--- src/qdac_pkg.sv ---
/*
  Shared constants and types of the quad converter control block:
  command codes, frame field positions, clear codes and reset values.
  Assumes every file refers to these names as qdac_pkg::name.
*/
package qdac_pkg;

  // ---------------------------------------------------------------
  // Frame layout
  // ---------------------------------------------------------------
  localparam int FRAME_BITS = 32;
  localparam logic [5:0] FRAME_LAST_INDEX = 6'h1f;
  localparam logic [5:0] FRAME_FULL_COUNT = 6'h20;
  localparam int POWER_MODE_HI_POS = 9;
  localparam int POWER_MODE_LO_POS = 8;
  localparam int CHAIN_ENABLE_POS = 1;
  localparam int REF_ENABLE_POS = 0;
  localparam int CLEAR_CODE_HI_POS = 1;
  localparam int CLEAR_CODE_LO_POS = 0;
  localparam int CHAN_SEL_HI_POS = 3;
  localparam int CHAN_SEL_LO_POS = 0;

  // ---------------------------------------------------------------
  // Command and address codes
  // ---------------------------------------------------------------
  localparam logic [3:0] CMD_WRITE_INPUT = 4'h0;
  localparam logic [3:0] CMD_UPDATE_DAC = 4'h1;
  localparam logic [3:0] CMD_WRITE_UPDATE_ONE = 4'h2;
  localparam logic [3:0] CMD_WRITE_UPDATE_ALL = 4'h3;
  localparam logic [3:0] CMD_POWER_MODE = 4'h4;
  localparam logic [3:0] CMD_LOAD_CLEAR_CODE = 4'h5;
  localparam logic [3:0] CMD_LOAD_UPDATE_MASK = 4'h6;
  localparam logic [3:0] CMD_SOFT_RESET = 4'h7;
  localparam logic [3:0] CMD_SETUP = 4'h8;
  localparam logic [3:0] ADDR_ALL = 4'hf;

  // ---------------------------------------------------------------
  // Clear codes and reset values
  // ---------------------------------------------------------------
  localparam logic [1:0] CLEAR_SEL_ZERO = 2'h0;
  localparam logic [1:0] CLEAR_SEL_MID = 2'h1;
  localparam logic [1:0] CLEAR_SEL_FULL = 2'h2;
  localparam logic [1:0] CLEAR_SEL_NOP = 2'h3;
  localparam logic [15:0] CODE_ZERO = 16'h0000;
  localparam logic [15:0] CODE_MID = 16'h8000;
  localparam logic [15:0] CODE_FULL = 16'hffff;
  localparam logic [15:0] RESET_CODE = 16'h0000;
  localparam logic [3:0] RESET_UPDATE_MASK = 4'h0;
  localparam logic [1:0] RESET_CLEAR_SEL = 2'h0;
  localparam logic [1:0] RESET_SETUP = 2'h0;
  localparam logic [1:0] POWER_NORMAL = 2'h0;

  // Pin bundle passed through the synchroniser
  typedef struct packed {
    logic sclk;
    logic syncN;
    logic din;
    logic asyncClearN;
    logic loadOutputsN;
  } qdac_pins_s;

  // Decoded view of one command frame
  typedef struct packed {
    logic [3:0] lead;
    logic [3:0] cmd;
    logic [3:0] addr;
    logic [15:0] data;
    logic [3:0] tail;
  } qdac_frame_s;

endpackage : qdac_pkg

--- src/qdac_pin_sync.sv ---
/*
  Two flip-flop synchroniser for a bundle of pin inputs.
  Assumes the inputs are asynchronous to clk; only the second stage is output.
*/
`timescale 1ns/1ps
module qdac_pin_sync #(
  parameter int WIDTH = 5
) (
  input wire logic clk,
  input wire logic reset,
  input wire logic [WIDTH-1:0] pinsIn,
  input wire logic [WIDTH-1:0] resetValue,
  output logic [WIDTH-1:0] pinsOut
);

  logic [WIDTH-1:0] stage1Reg;

  // ---------------------------------------------------------------
  // Synchroniser chain
  // ---------------------------------------------------------------
  // Reset to all ones keeps idle-high pins from showing a false edge
  always_ff @(posedge clk or posedge reset) begin
    if (reset) begin
      stage1Reg <= '1;
      pinsOut <= '1;
    end else begin
      stage1Reg <= pinsIn;
      pinsOut <= stage1Reg;
    end
  end

endmodule : qdac_pin_sync

--- src/qdac_ctrl.sv ---
/*
  Control logic of a quad 16-bit voltage-output converter: serial frame
  capture, input and output code registers, power modes, clear and load.
  Assumes the serial pins come from a host on another clock; clk samples them
  and runs at least a few times faster than the serial clock.
*/
// Notes on behaviour
// RQ1 - Frame is 32 bits: lead, command, address, data, tail; acts on 32nd fall. With chain enabled the code acts on select rising instead.
// RQ2 - Frame select high before the 32nd fall discards the frame, nothing changes.
// RQ3 - Setup command takes bit 1 as chain enable, bit 0 as reference enable.
// RQ4 - Power mode bits 9:8: normal, 1k to ground, 100k to ground, three-state.
// RQ5 - Power mode command applies only to channels whose select bits are set.
// RQ6 - Clear pin acts on its falling edge only, never on its level.
// RQ7 - Clear loads input and output registers of all channels with clear code.
// RQ8 - Clear code setting sits in bits 1:0 and resets to zero scale.
// RQ9 - Setting 00 gives 0x0000, 01 gives 0x8000, 10 gives 0xFFFF, 11 nothing.
// RQ10 - Command 0101 loads the clear code setting.
// RQ11 - Cleared state ends at the 32nd fall of the next valid frame. With chain enabled the code ends it on select rising instead.
// RQ12 - Clear during a frame aborts that frame without executing it.
// RQ13 - With load pin low, outputs update at the 32nd fall from new data. With chain enabled the code updates them on select rising instead.
// RQ14 - With load pin high, writes touch inputs; load falling edge copies them.
// RQ15 - Command 0011 writes the addressed input then updates all outputs.
// RQ16 - Mask bit 0 follows the load pin; mask bit 1 acts as pin held low.
// RQ17 - Command 0110 loads the four mask bits from bits 3:0; they reset to zero.
// RQ18 - Host shifts MSB first, stable at falling edges, select low all frame.
// RQ19 - Clear edge is resynchronised before it touches any register.
`timescale 1ns/1ps
module qdac_ctrl #(
  parameter int CHANNELS = 4,
  parameter int CODE_WIDTH = 16
) (
  input wire logic clk,
  input wire logic reset,
  input wire logic sclk,
  input wire logic syncN,
  input wire logic din,
  input wire logic asyncClearN,
  input wire logic loadOutputsN,
  output logic sdo,
  output logic [CHANNELS-1:0][CODE_WIDTH-1:0] dacCode,
  output logic [CHANNELS-1:0][1:0] powerMode,
  output logic chainEnable,
  output logic refEnable,
  output logic clearActive
);

  // ---------------------------------------------------------------
  // Pin synchronisation and edge detection
  // ---------------------------------------------------------------
  qdac_pkg::qdac_pins_s pinsRaw;
  qdac_pkg::qdac_pins_s pinsSync;
  qdac_pkg::qdac_pins_s pinsPrevReg;

  assign pinsRaw = '{sclk: sclk, syncN: syncN, din: din, asyncClearN: asyncClearN, loadOutputsN: loadOutputsN};

  // Both clear and load edges pass two flip-flops first  (see RQ19)
  qdac_pin_sync #(
    .WIDTH($bits(qdac_pkg::qdac_pins_s))
  ) u_pin_sync (
    .clk(clk),
    .reset(reset),
    .pinsIn(pinsRaw),
    .resetValue('1),
    .pinsOut(pinsSync)
  );

  // Previous synced values for edge detection
  always_ff @(posedge clk or posedge reset) begin
    if (reset) begin
      pinsPrevReg <= '1;
    end else begin
      pinsPrevReg <= pinsSync;
    end
  end

  logic sclkFall;
  logic sclkRise;
  logic syncRise;
  logic clearEvt;
  logic loadFall;

  assign sclkFall = pinsPrevReg.sclk & ~pinsSync.sclk;
  assign sclkRise = ~pinsPrevReg.sclk & pinsSync.sclk;
  assign syncRise = ~pinsPrevReg.syncN & pinsSync.syncN;
  assign clearEvt = pinsPrevReg.asyncClearN & ~pinsSync.asyncClearN; // Edge only, level ignored  (see RQ6)
  assign loadFall = pinsPrevReg.loadOutputsN & ~pinsSync.loadOutputsN;

  // ---------------------------------------------------------------
  // Helper functions
  // ---------------------------------------------------------------
  function automatic logic [3:0] chan_select(input logic [3:0] addr);
    chan_select = 4'h0;
    if (addr == qdac_pkg::ADDR_ALL) begin
      chan_select = 4'hf;
    end else if (addr[3:2] == 2'h0) begin
      chan_select = 4'h1 << addr[1:0];
    end
  endfunction : chan_select

  function automatic logic [15:0] clear_value(input logic [1:0] sel);
    case (sel)
      qdac_pkg::CLEAR_SEL_MID: clear_value = qdac_pkg::CODE_MID;
      qdac_pkg::CLEAR_SEL_FULL: clear_value = qdac_pkg::CODE_FULL;
      default: clear_value = qdac_pkg::CODE_ZERO;
    endcase
  endfunction : clear_value

  // ---------------------------------------------------------------
  // Frame capture
  // ---------------------------------------------------------------
  logic [31:0] shiftReg;
  logic [5:0] bitCountReg;
  logic abortReg;
  logic [31:0] shiftNext;
  logic frameActive;

  assign frameActive = ~pinsSync.syncN & ~abortReg;
  assign shiftNext = {shiftReg[30:0], pinsSync.din}; // MSB arrives first  (see RQ18)

  // Counter saturates at a full frame; leaving the frame clears it  (see RQ2)
  always_ff @(posedge clk or posedge reset) begin
    if (reset) begin
      shiftReg <= '0;
      bitCountReg <= '0;
    end else if (pinsSync.syncN) begin
      bitCountReg <= '0;
    end else if (sclkFall && frameActive) begin
      shiftReg <= shiftNext;
      if (bitCountReg != qdac_pkg::FRAME_FULL_COUNT) begin
        bitCountReg <= bitCountReg + 6'h01;
      end
    end
  end

  // A clear during a frame poisons it until select returns high  (see RQ12)
  always_ff @(posedge clk or posedge reset) begin
    if (reset) begin
      abortReg <= 1'b0;
    end else if (clearEvt && !pinsSync.syncN) begin
      abortReg <= 1'b1;
    end else if (pinsSync.syncN) begin
      abortReg <= 1'b0;
    end
  end

  // Standalone frames act on the 32nd fall; chained frames on select rising
  logic execValid;
  qdac_pkg::qdac_frame_s execFrame;
  logic [31:0] execBits;

  always_comb begin
    execValid = 1'b0;
    execBits = shiftNext;
    if (!chainEnable) begin
      execValid = sclkFall && frameActive && (bitCountReg == qdac_pkg::FRAME_LAST_INDEX); // see RQ1
    end else begin
      execBits = shiftReg;
      execValid = syncRise && !abortReg && (bitCountReg == qdac_pkg::FRAME_FULL_COUNT);
    end
    if (clearEvt) begin
      execValid = 1'b0; // see RQ12
    end
  end

  assign execFrame = execBits;

  logic [3:0] chanSel;
  logic isSoftReset;
  logic writesInput;

  assign chanSel = chan_select(execFrame.addr);
  assign isSoftReset = execValid && (execFrame.cmd == qdac_pkg::CMD_SOFT_RESET);
  assign writesInput = (execFrame.cmd == qdac_pkg::CMD_WRITE_INPUT) ||
                       (execFrame.cmd == qdac_pkg::CMD_WRITE_UPDATE_ONE) ||
                       (execFrame.cmd == qdac_pkg::CMD_WRITE_UPDATE_ALL);

  // Daisy-chain output changes on the rising serial edge
  always_ff @(posedge clk or posedge reset) begin
    if (reset) begin
      sdo <= 1'b0;
    end else if (sclkRise && chainEnable && !pinsSync.syncN) begin
      sdo <= shiftReg[31];
    end
  end

  // ---------------------------------------------------------------
  // Configuration registers
  // ---------------------------------------------------------------
  logic [3:0] updateMaskReg;
  logic [1:0] clearSelReg;

  always_ff @(posedge clk or posedge reset) begin
    if (reset) begin
      updateMaskReg <= qdac_pkg::RESET_UPDATE_MASK;
      clearSelReg <= qdac_pkg::RESET_CLEAR_SEL; // Zero scale by default  (see RQ8)
      {chainEnable, refEnable} <= qdac_pkg::RESET_SETUP;
    end else if (isSoftReset) begin
      updateMaskReg <= qdac_pkg::RESET_UPDATE_MASK;
      clearSelReg <= qdac_pkg::RESET_CLEAR_SEL;
      {chainEnable, refEnable} <= qdac_pkg::RESET_SETUP;
    end else if (execValid) begin
      case (execFrame.cmd)
        qdac_pkg::CMD_LOAD_UPDATE_MASK: begin
          updateMaskReg <= execBits[qdac_pkg::CHAN_SEL_HI_POS:qdac_pkg::CHAN_SEL_LO_POS]; // see RQ17
        end
        qdac_pkg::CMD_LOAD_CLEAR_CODE: begin
          clearSelReg <= execBits[qdac_pkg::CLEAR_CODE_HI_POS:qdac_pkg::CLEAR_CODE_LO_POS]; // see RQ10
        end
        qdac_pkg::CMD_SETUP: begin
          chainEnable <= execBits[qdac_pkg::CHAIN_ENABLE_POS]; // see RQ3
          refEnable <= execBits[qdac_pkg::REF_ENABLE_POS];
        end
        default: begin
        end
      endcase
    end
  end

  // Power mode per channel, address field ignored  (see RQ4)
  always_ff @(posedge clk or posedge reset) begin
    if (reset) begin
      powerMode <= '0;
    end else if (isSoftReset) begin
      powerMode <= '0;
    end else if (execValid && execFrame.cmd == qdac_pkg::CMD_POWER_MODE) begin
      for (int i = 0; i < CHANNELS; i++) begin
        if (execBits[qdac_pkg::CHAN_SEL_LO_POS + i]) begin
          powerMode[i] <= execBits[qdac_pkg::POWER_MODE_HI_POS:qdac_pkg::POWER_MODE_LO_POS]; // see RQ5
        end
      end
    end
  end

  // Cleared state: a new clear wins over leaving it
  always_ff @(posedge clk or posedge reset) begin
    if (reset) begin
      clearActive <= 1'b0;
    end else if (clearEvt && clearSelReg != qdac_pkg::CLEAR_SEL_NOP) begin
      clearActive <= 1'b1;
    end else if (execValid) begin
      clearActive <= 1'b0; // see RQ11
    end
  end

  // ---------------------------------------------------------------
  // Input and output code registers
  // ---------------------------------------------------------------
  logic [CHANNELS-1:0][CODE_WIDTH-1:0] inputCodeReg;
  logic [CHANNELS-1:0] followsNow;
  logic clearLoads;

  // Channel counts as load-low if the pin is low or its mask overrides it
  assign followsNow = {CHANNELS{~pinsSync.loadOutputsN}} | updateMaskReg; // see RQ16
  assign clearLoads = clearEvt && (clearSelReg != qdac_pkg::CLEAR_SEL_NOP); // see RQ9

  always_ff @(posedge clk or posedge reset) begin
    if (reset) begin
      inputCodeReg <= '0;
    end else if (clearLoads) begin
      for (int i = 0; i < CHANNELS; i++) begin
        inputCodeReg[i] <= clear_value(clearSelReg); // see RQ7
      end
    end else if (isSoftReset) begin
      inputCodeReg <= '0;
    end else if (execValid && writesInput) begin
      for (int i = 0; i < CHANNELS; i++) begin
        if (chanSel[i]) begin
          inputCodeReg[i] <= execFrame.data; // see RQ14
        end
      end
    end
  end

  // Output update: clear first, then frame effects, then the load pin edge
  always_ff @(posedge clk or posedge reset) begin
    if (reset) begin
      dacCode <= '0;
    end else if (clearLoads) begin
      for (int i = 0; i < CHANNELS; i++) begin
        dacCode[i] <= clear_value(clearSelReg); // see RQ7
      end
    end else if (isSoftReset) begin
      for (int i = 0; i < CHANNELS; i++) begin
        dacCode[i] <= qdac_pkg::RESET_CODE;
      end
    end else begin
      for (int i = 0; i < CHANNELS; i++) begin
        if (execValid && execFrame.cmd == qdac_pkg::CMD_WRITE_UPDATE_ALL) begin
          dacCode[i] <= chanSel[i] ? execFrame.data : inputCodeReg[i]; // see RQ15
        end else if (execValid && chanSel[i] && execFrame.cmd == qdac_pkg::CMD_WRITE_UPDATE_ONE) begin
          dacCode[i] <= execFrame.data;
        end else if (execValid && chanSel[i] && execFrame.cmd == qdac_pkg::CMD_UPDATE_DAC) begin
          dacCode[i] <= inputCodeReg[i];
        end else if (execValid && chanSel[i] && followsNow[i] && execFrame.cmd == qdac_pkg::CMD_WRITE_INPUT) begin
          dacCode[i] <= execFrame.data; // see RQ13
        end else if (loadFall && !updateMaskReg[i]) begin
          dacCode[i] <= inputCodeReg[i]; // see RQ14
        end
      end
    end
  end

endmodule : qdac_ctrl

--- config.mk ---
export PLATFORM = sky130hd
export DESIGN_NAME = qdac_ctrl
export DESIGN_NICKNAME = d
export VERILOG_FILES = /design/src/qdac_pkg.sv /design/src/qdac_pin_sync.sv /design/src/qdac_ctrl.sv
export SDC_FILE = /design/constraint.sdc
export NUM_CORES = 1
export LEC_CHECK = 0
export CAP_MARGIN = 20
export CORE_UTILIZATION = 57
export DETAILED_ROUTE_END_ITERATION = 16
export DONT_BUFFER_PORTS = 1
export PLACE_DENSITY = 0.7
export SYNTH_ARGS = -nofsm -noshare
export SYNTH_HDL_FRONTEND = slang
export SYNTH_SLANG_ARGS = --single-unit
export TNS_END_PERCENT = 1
--- constraint.sdc ---
create_clock -name clk -period 7.48 [get_ports clk]
set_input_delay 0.374 -clock clk [delete_from_list [all_inputs] [get_ports clk]]
set_output_delay 0.374 -clock clk [all_outputs]
set_load 0.02 [all_outputs]
==> impl_results.md, run 1 <==
- Sequential cell area: 5000 sq um
- Routed WL: 30.3 mm
- Clock Path Buffers: 2
- Yosys warning count: 0
- Run status: finished clean
- Initial antenna violation count: 0
- First-pass DRT Iterations: 6
- Footprint of the multi-input gates: 4760 sq um
- Routed Antenna Nets: 0
- CORE AREA: 17400 sq um
- Worst Path Required: 7.81 ns
- Crit-path max cell delay: 0.84 ns
- Worst path cell trace: buf_4 > nand2_1 > or4_1 > o22ai_4 > buf_4 > a21o_4 > buf_4 > o31ai_1 > mux2_2
- # port buffers: 0
- CP Data Arrival Time: 4.62 ns
- FP Rows: 48
- Max-Cap Viols: 0
- Syn Std Cell Area: 10200 sq um
- Critical path class: register to register
- Slowest library cell on the worst path: buf_4
- Fin. Hold Viols: 0
- Async SR Flop Fraction: 100%
- Layout cells sized above 1: 15.6%
- CP Capture Type: register
- Area grow syn2layout: 6.89%
- Startpoint type of the worst setup path: register
- CTS Buf Count: 17
- Final TNS setup: 0 ns
- Syn Area/Cell: roughly 11 sq um
- Largest net degree at the start of global routing: 107
- Design Area, Final: 10900 sq um
- Clock skew: 0.0117 ns
- Reg clk slew, reported paths: around 0.070 ns
- Fmax: between 0.2 and 0.25 GHz
- Grt total ovfl: 0
- Post-synth EDFFs: 0
- Dpl hpwl: 19.5 mm
- # setup viols final: 0
- Slew @ Worst Pin: 1.11 ns
- Seq cells post-synth: 199
- First-iteration detailed-routing DRC count: 1299
- Cell Area, Placed: between 10000 and 15000 sq um
- WL per Instance: 26.3 um
- Die width: 136 um
- CTS Root Cell: clkbuf_16
- Power per cell area: 229 nW/um^2
- DR vias: 8373
- Min Tclk post-route: 4.29 ns
- Clock latency on the worst-skew pair: 0.45 ns
- Mapped Cells: around 970
- I/O pin count: 83
- Most frequent cells in the layout: dfrtp_1, o22a_1, a21oi_1
- Crit share post-route: 57.4%
- Initial Util: approximately three fifths
- Final Max Slew Viols: 0
- Ant diodes: 0
- CTS tree: done
- Register area share after synthesis: 48.9%
- Post-Syn Nets: 977
- Vias in the first global route: 7887
- Main flop type after synthesis: dfrtp_1
- GP Congestion: 0.991
- Die area: 18500 sq um
- Final Power: 2.51 mW
- Worst Path Max Fanout: 106
- Sink Count: 199
- First-pass GRT wire length: 46.2 mm
- Fillcell total: 1417
- Layout net count: between 900 and 1k
- DR vias/cell: 7.27
- Unique masters post-synth: 58
- Max VDD drop: 0.206 mV
- RSZ-0062 raised after global routing: false
- Gr usage total: 34.0%
- Most common cell after layout, fill and taps aside: dfrtp_1
- Rel. slew slack: 25.7%
- Htree depth: 4
- Leak Pwr: about 4.5 nW
- Die Ht: 136 um
- Worst hold path class: register to register
- DRC viols: 0
- CP dominant cell by count: buf_4
## metrics by stage
stage          util, %  setup slack [ns]  hold WS [ns]  cells
4_1_cts           62.6              3.25         0.357   1148
3_5_place_dp      58.8              3.28         0.347   1110
6_report          62.7              3.19         0.357   1151
5_1_grt           62.7              2.95         0.361   1151
2_1_floorplan        -              1.70         0.345    966
3_3_place_gp      58.6              3.36         0.346   1107
## what timing repair did
action	CTS	global route
endpoints found under the hold margin	95	0
setup buffers	0	0
hold buffers	6	0
gates resized for setup	0	0
endpoints found under the setup margin	0	0
## power breakdown
part           leakage, nW  internal, mW  total (mW)  switching [mW]
combinational         1.65        0.0979       0.292           0.194
clock                0.297         0.512       0.945           0.434
sequential            2.57          1.15        1.27           0.118
total                 4.52          1.76        2.51           0.746
## Yosys cell counts (all sizes together) (3+ instances only)
master  count  share of area (%)
o22a      126                 11
nand4      18                1.1
xor2        5               0.43
nor4       55                4.0
nand3b      4               0.29
or4         3               0.22
or3         4               0.24
o211ai      3               0.22
o221ai      3               0.26
nand2b      5               0.31
clkbuf     68                2.5
o31ai      18                1.3
nand2      22               0.81
nor2b       8               0.49
nand3       9               0.49
or2         5               0.31
dfstp      14                3.6
nor3       48                2.4
o21ai      18               0.88
mux2i      25                2.4
and2        4               0.24
ha          4               0.49
mux2       56                6.2
inv        15               0.55
dfrtp     185                 45
buf        29                1.7
o21a        5               0.37
a31oi      50                3.1
a22oi       8                1.1
o22ai      10               0.67
a21oi      93                4.6
nor2       26               0.95
## layout make-up
| type | count | area share [%] |
|---|---|---|
| clock buffer | 18 | 4.02 |
| clock inverter | 14 | 1.50 |
| inverter | 15 | 0.584 |
| multi-input combinational | 655 | 43.6 |
| sequential | 199 | 45.8 |
| tap | 225 | 2.58 |
| timing repair buffer | 25 | 1.97 |
## cells by family after synthesis
logic type | after synthesis | share of synthesized area, %
flops | 199 | 48.9
buf+inv | 112 | 4.71
compound gates | 343 | 24.0
mux | 81 | 8.62
fa+ha+maj | 4 | 0.490
simple gates | 220 | 12.7
xor+xnor | 7 | 0.600
## sequential cells by signal, summed over array words and instances, names as in the netlist, 2 cells and up
| register | count |
|---|---|
| bitCountReg | 6 |
| powerMode | 8 |
| dacCode | 64 |
| clearSelReg | 2 |
| u_pin_sync.pinsOut | 5 |
| u_pin_sync.stage1Reg | 5 |
| shiftReg | 32 |
| pinsPrevReg | 4 |
| inputCodeReg | 64 |
| updateMaskReg | 4 |
## worst max-delay path: cells and delay by family, from the launching register on
kind	cells	cell delay [ns]
buffers and inverters	3	2.13
AOI/OAI and AO/OA	3	0.72
and+or+nand+nor	2	0.59
DFF	1	0.34
muxes	1	0.30
## path summary, 6_finish.rpt
path	startpoint	end	slack (ns)	depth (start not counted)
min	u_pin_sync.stage1Reg[3]$_DFF_PP1_	u_pin_sync.pinsOut[3]$_DFF_PP1_	0.36	0
min reg2reg	u_pin_sync.stage1Reg[3]$_DFF_PP1_	u_pin_sync.pinsOut[3]$_DFF_PP1_	0.36	0
min in group asynchronous	reset	dacCode[51]$_DFFE_PP0P_	0.54	2
max in group asynchronous	reset	chainEnable$_DFFE_PP0P_	5.11	4
max	chainEnable$_DFFE_PP0P_	dacCode[31]$_DFFE_PP0P_	3.19	9
max reg2reg	chainEnable$_DFFE_PP0P_	dacCode[31]$_DFFE_PP0P_	3.19	9
## metal layers
| metal | global-route usage [%] | part of all wire, % | up-vias |
|---|---|---|---|
| met5 | 0 | 0 | - |
| met4 | 15.9 | 4.2 | 0 |
| met3 | 10.7 | 11 | 94 |
| met2 | 50.5 | 46 | 472 |
| met1 | 45.2 | 39 | 4163 |
| li1 | - | - | 3644 |
No activity file was read; power rests on OpenSTA's default activity.
==> inputs of run 2 (changes only) <==
Clock period 7.48 ns to 3.95 ns, I/O delays scaled along.
==> run 2 against run 1 <==
- the flow now finishes with violations (hold timing)
- clock-buffer cell count rose by 2
- maximum frequency up 24%
- combinational power grew 93%
- sequential share of layout area shrank 0.24 points
- worst setup slack got worse by 2.7 ns
- hold slack got worse by 0.42 ns
- via count shrank 1.4%
- final area increased by 0.54%
- largest cell class unchanged
==> impl_results.md, run 2 (same netlist as run 1, synthesis figures left out) <==
- Ant diodes: 0
- Grt met1 use: 45.0%
- Leak Pwr: 4.56 nW
- Layout net count: 931
- Reg clk slew, reported paths: 0.07 ns
- Die Ht: 136 um
- CTS Buf Count: 17
- FP Rows: 48
- Final TNS setup: 0 ns
- CP Data Arrival Time: 3.79 ns
- Footprint of the multi-input gates: between 4000 and 5000 sq um
- Most common cell after layout, fill and taps aside: dfrtp_1
- First-pass DRT Iterations: 5
- CP Capture Type: register
- CORE AREA: 17400 sq um
- Worst hold path class: primary input to async pin
- Max VDD drop: approximately 0.30 mV
- Critical path class: register to register
- CTS tree: done
- Slowest library cell on the worst path: nor4_4
- DR vias/cell: between 7 and 8
- Die area: 18500 sq um
- Dpl hpwl: 19.2 mm
- First-pass GRT wire length: 45.3 mm
- Crit-path max cell delay: 0.86 ns
- Area grow syn2layout: 7.47%
- Worst Path Max Fanout: 47
- # setup viols final: 0
- Most crowded layer after global routing: met2
- Min Tclk post-route: 3.46 ns
- Placed cells: 1121
- Sequential cell area: 5000 sq um
- First-iteration detailed-routing DRC count: 1079
- Fin. Hold Viols: 47
- Top flop regs: dacCode x64, inputCodeReg x64, shiftReg x32
- Setup WS post-layout: 0.494 ns
- DRC viols: 0
- Htree depth: 4
- Grt met3 use: 9.43%
- Clock latency on the worst-skew pair: 0.44 ns
- Crit path max-delay family: simple AND/OR/NAND/NOR gates
- Startpoint type of the worst setup path: register
- RSZ-0062 raised after global routing: false
- Final Power: 4.78 mW
- Routed WL: 29.1 mm
- Max-Cap Viols: 0
- Clock skew: 0.00768 ns
- Clock Path Buffers: 2
- WL per Instance: 25.1 um
- Final Max Slew Viols: 0
- Power per cell area: 435 nW/um^2
- CTS Root Cell: clkbuf_16
- Largest net degree at the start of global routing: 200
- Worst path cell trace: nand2_1 > or4_1 > o22a_2 > buf_4 > nor4_4 > a21oi_1 > o22a_1
- Fmax: 0.289 GHz
- GRT met2 Usage: 47.8%
- Grt total ovfl: 0
- Crit share post-route: 87.5%
- Die width: 136 um
- # port buffers: 0
- Most frequent cells in the layout: dfrtp_1, o22a_1, a21oi_1
- GP Congestion: 0.922
- Initial Util: 58.7%
- Run status: complete, but fails checks
- Final Hold Slack: -0.0597 ns
- Crit path buf inv count: 1
- Slew @ Worst Pin: 1.16 ns
- Vias in the first global route: about 7.7k
- Initial antenna violation count: 0
- Fin util: 63.1%
- Rel. slew slack: about 20%
- Gr usage total: 32.7%
- Sink Count: a little under 200
- Routed Antenna Nets: 0
- Fin cells: 1158
- Dpl ws: about 0.56 ns
- Layout cells sized above 1: approximately 16%
- Failing checks: hold timing
- Worst Path Required: 4.28 ns
- DR vias: a little over 8k
- Fillcell total: about 1.4k
- I/O pin count: 83
- Setup Fix Bufs, Post-CTS: 0
-- run 2: layer usage --
layer | part of all wire (%) | vias to the layer above
li1 | - | 3653
met1 | 41 | 4091
met2 | 45 | 422
met3 | 9.2 | 86
met4 | 4.3 | 0
met5 | 0 | -
-- run 2: final timing paths --
check	start	endpoint	slack (ns)	cells past startpoint
setup reg to reg	u_pin_sync.pinsOut[3]$_DFF_PP1_	inputCodeReg[21]$_DFFE_PP0P_	0.49	7
setup / recovery	u_pin_sync.pinsOut[3]$_DFF_PP1_	inputCodeReg[21]$_DFFE_PP0P_	0.49	7
hold / removal	reset	dacCode[51]$_DFFE_PP0P_	-0.06	2
hold reg to reg	u_pin_sync.stage1Reg[0]$_DFF_PP1_	u_pin_sync.pinsOut[0]$_DFF_PP1_	0.36	0
min in group clk	sclk	u_pin_sync.stage1Reg[4]$_DFF_PP1_	0.29	1
max in group asynchronous	reset	chainEnable$_DFFE_PP0P_	3.24	2
-- run 2: area by class of cell --
| class | instances | share of cell area, % |
|---|---|---|
| flip-flops and latches | 199 | 45.5 |
| clock buffers | 20 | 4.07 |
| inverters | 15 | 0.547 |
| well taps | 225 | 2.56 |
| repair buffers | 32 | 2.45 |
| clock inverters | 12 | 1.50 |
| multi-input cells | 655 | 43.4 |
-- run 2: timing repair --
action	CTS	global route
endpoints found under the hold margin	5	0
gates resized for setup	0	0
hold buffers	5	0
endpoints found under the setup margin	0	0
-- run 2: power by group --
group | switching [mW] | leakage, nW | internal, mW
registers | 0.219 | 2.57 | 2.18
logic | 0.376 | 1.68 | 0.188
clock network | 0.793 | 0.299 | 1.03
total | 1.39 | 4.56 | 3.39
-- run 2: stage by stage --
step / hold WS (ns) / area, sq um
finish: -0.0597 / 11000
CTS: 0.0163 / 11000
detailed placement: 0.202 / 10300
global placement: 0.202 / 10300
global route: 0.0485 / 11000
floorplan: 0.202 / 10200
==> inputs of run 3 (changes only) <==
Settings changed: SYNTH_HIERARCHICAL set to 1.
==> run 3 against run 2 <==
- via count shrank 11%
- clock power about the same
- sequential cell count unchanged
- synthesized cell count is 11% lower
- the run now ends clean
- combinational power shrank 19%
- critical path type unchanged
- hold slack improved by 0.36 ns
==> impl_results.md, run 3 <==
- Run status: finished clean
- Fin util: a little under two thirds
- Max VDD drop: between 0.3 and 0.4 mV
- Min Tclk post-route: 3.50 ns
- Final Power: 4.57 mW
- Largest net degree at the start of global routing: 190
- First-iteration detailed-routing DRC count: 613
- Fmax: around 0.29 GHz
- Yosys warning count: 6
- Routed WL: 25.3 mm
- Clock latency on the worst-skew pair: approximately 0.45 ns
- Initial Util: 58.2%
- DRC viols: 0
- Clock Path Buffers: 2
- Crit-path max cell delay: between 0.6 and 0.7 ns
- Top flop regs: dacCode x64, inputCodeReg x64, shiftReg x32
- Syn Std Cell Area: 9650 sq um
- Clock power frac: 39.1%
- Worst Path Required: ~4.3 ns
- Most frequent cells in the layout: dfrtp_1, o21ai_0, a22o_1
- CTS Buf Count: 17
- Power per cell area: 434 nW/um^2
- FF-to-FF End: inputCodeReg[38]$_DFFE_PP0P_
- Vias in the first global route: 7261
- CTS Root Cell: clkbuf_16
- Syn Area/Cell: 11.2 sq um
- Fin cells: around 1.1k
- Reg clk slew, reported paths: 0.07 ns
- Mapped Cells: between 800 and 900
- Layout cells sized above 1: roughly 16%
- FP Rows: 47
- Leak Pwr: 4.62 nW
- Cell count of the worst hold path: 1
- Internal Power: roughly 3.3 mW
- Sequential share of power: around 51%
- Worst R2R Setup Slack: roughly 0.45 ns
- Die Ht: 132 um
- Cell Area, Placed: about 10000 sq um
- Critical Path Start: chainEnable$_DFFE_PP0P_
- Slew @ Worst Pin: between 1 and 1.5 ns
- Final TNS setup: 0 ns
- WP depth: 7
- Routed Antenna Nets: 0
- Fin. Hold Viols: 0
- Worst path cell trace: mux2i_1 > nor2_1 > nand2_1 > o21ai_4 > a21oi_1 > buf_4 > a22o_1
- Crit path max-delay family: compound AO/OA/AOI/OAI gates
- First-pass GRT wire length: 40.9 mm
- CP Data Arrival Time: 3.83 ns
- RSZ-0062 raised after global routing: false
- Rel. slew slack: 26.8%
- Gr usage total: 30.4%
- CP Capture Type: register
- CORE AREA: 16600 sq um
- Area grow syn2layout: 9.06%
- # port buffers: 0
- Layout net count: 855
- Max-Cap Viols: 0
- Initial antenna violation count: 0
- Hold Startpoint: din
- Startpoint type of the worst setup path: register
- I/O pin count: 83
- Worst hold path class: primary input to register
- CTS resizes: 0
- # setup viols final: 0
- Htree depth: 4
- Grt total ovfl: 0
- Worst Path Max Fanout: 22
- Sink Count: 199
- First-pass DRT Iterations: 5
- Worst-case reg-to-reg path depth: 7
- Die width: around 130 um
- Die area: roughly 17000 sq um
- Crit share post-route: 88.7%
- Sw power: 1.25 mW
- DR vias: 7361
- Slowest library cell on the worst path: dfrtp_2
- Switch share: between 20% and 30%
- Crit path buf inv count: 1
- DR vias/cell: about 6.8
- Design Area, Final: 10500 sq um
- Most common cell after layout, fill and taps aside: dfrtp_1
- Ant diodes: 0
- GP Congestion: 0.861
- Clock skew: between 0.01 and 0.015 ns
- Reg-to-reg critical path startpoint: chainEnable$_DFFE_PP0P_
- Critical path class: register to register
- WL per Instance: 23.5 um
- Placed cells: 1038
- Final Max Slew Viols: 0
- Post-Syn Nets: just under 900
- Logic pwr share: 10.1%
- End of the worst hold path: u_pin_sync/stage1Reg[2]$_DFF_PP1_
- CTS tree: done
- Dpl hpwl: 16.4 mm
==> run 3: routing by layer <==
metal | part of all wire [%] | global-route usage (%) | vias to the layer above
li1 | - | - | 3255
met1 | 43 | 42.6 | 3732
met2 | 45 | 44.6 | 316
met3 | 8.2 | 7.23 | 58
met4 | 3.2 | 14.7 | 0
met5 | 0 | 0 | -
==> run 3: what timing repair did <==
action                     in CTS  in global routing
buffers inserted                0                  0
setup endpoints to repair       0                  0
hold endpoints to repair       39                  0
hold buffers                    6                  0
==> run 3: area by class of cell <==
type	instances	area, sq um
inverter	26	101
sequential	199	5000
tap	220	275
clock buffer	22	444
clock inverter	10	148
timing repair buffer	44	358
fill	1335	6060
multi-input combinational	556	4200
==> run 3: through the flow <==
step	hold slack (ns)	worst slack [ns]
finish	0.297	0.448
global route	0.281	0.239
CTS	0.282	0.491
detailed placement	0.202	0.511
global placement	0.202	0.562
floorplan	0.202	1.23
==> run 3: power by group through the flow <==
stage                     Clock, mW  Sequential (mW)  Combinational [mW]
final                          1.79             2.32               0.460
after global routing           1.89             2.34               0.490
after CTS                      1.81             2.32               0.456
after detailed placement          0             2.36               0.448
after global placement            0             2.35               0.431
after floorplan                   0             2.33               0.283
==> run 3: worst max path at each step <==
stage / to / slack, ns
3_3_place_gp: dacCode[0]$_DFFE_PP0P_ / 0.56
6_report: inputCodeReg[38]$_DFFE_PP0P_ / 0.45
5_1_grt: inputCodeReg[38]$_DFFE_PP0P_ / 0.24
3_5_place_dp: dacCode[26]$_DFFE_PP0P_ / 0.51
2_1_floorplan: dacCode[20]$_DFFE_PP0P_ / 1.23
4_1_cts: dacCode[26]$_DFFE_PP0P_ / 0.49
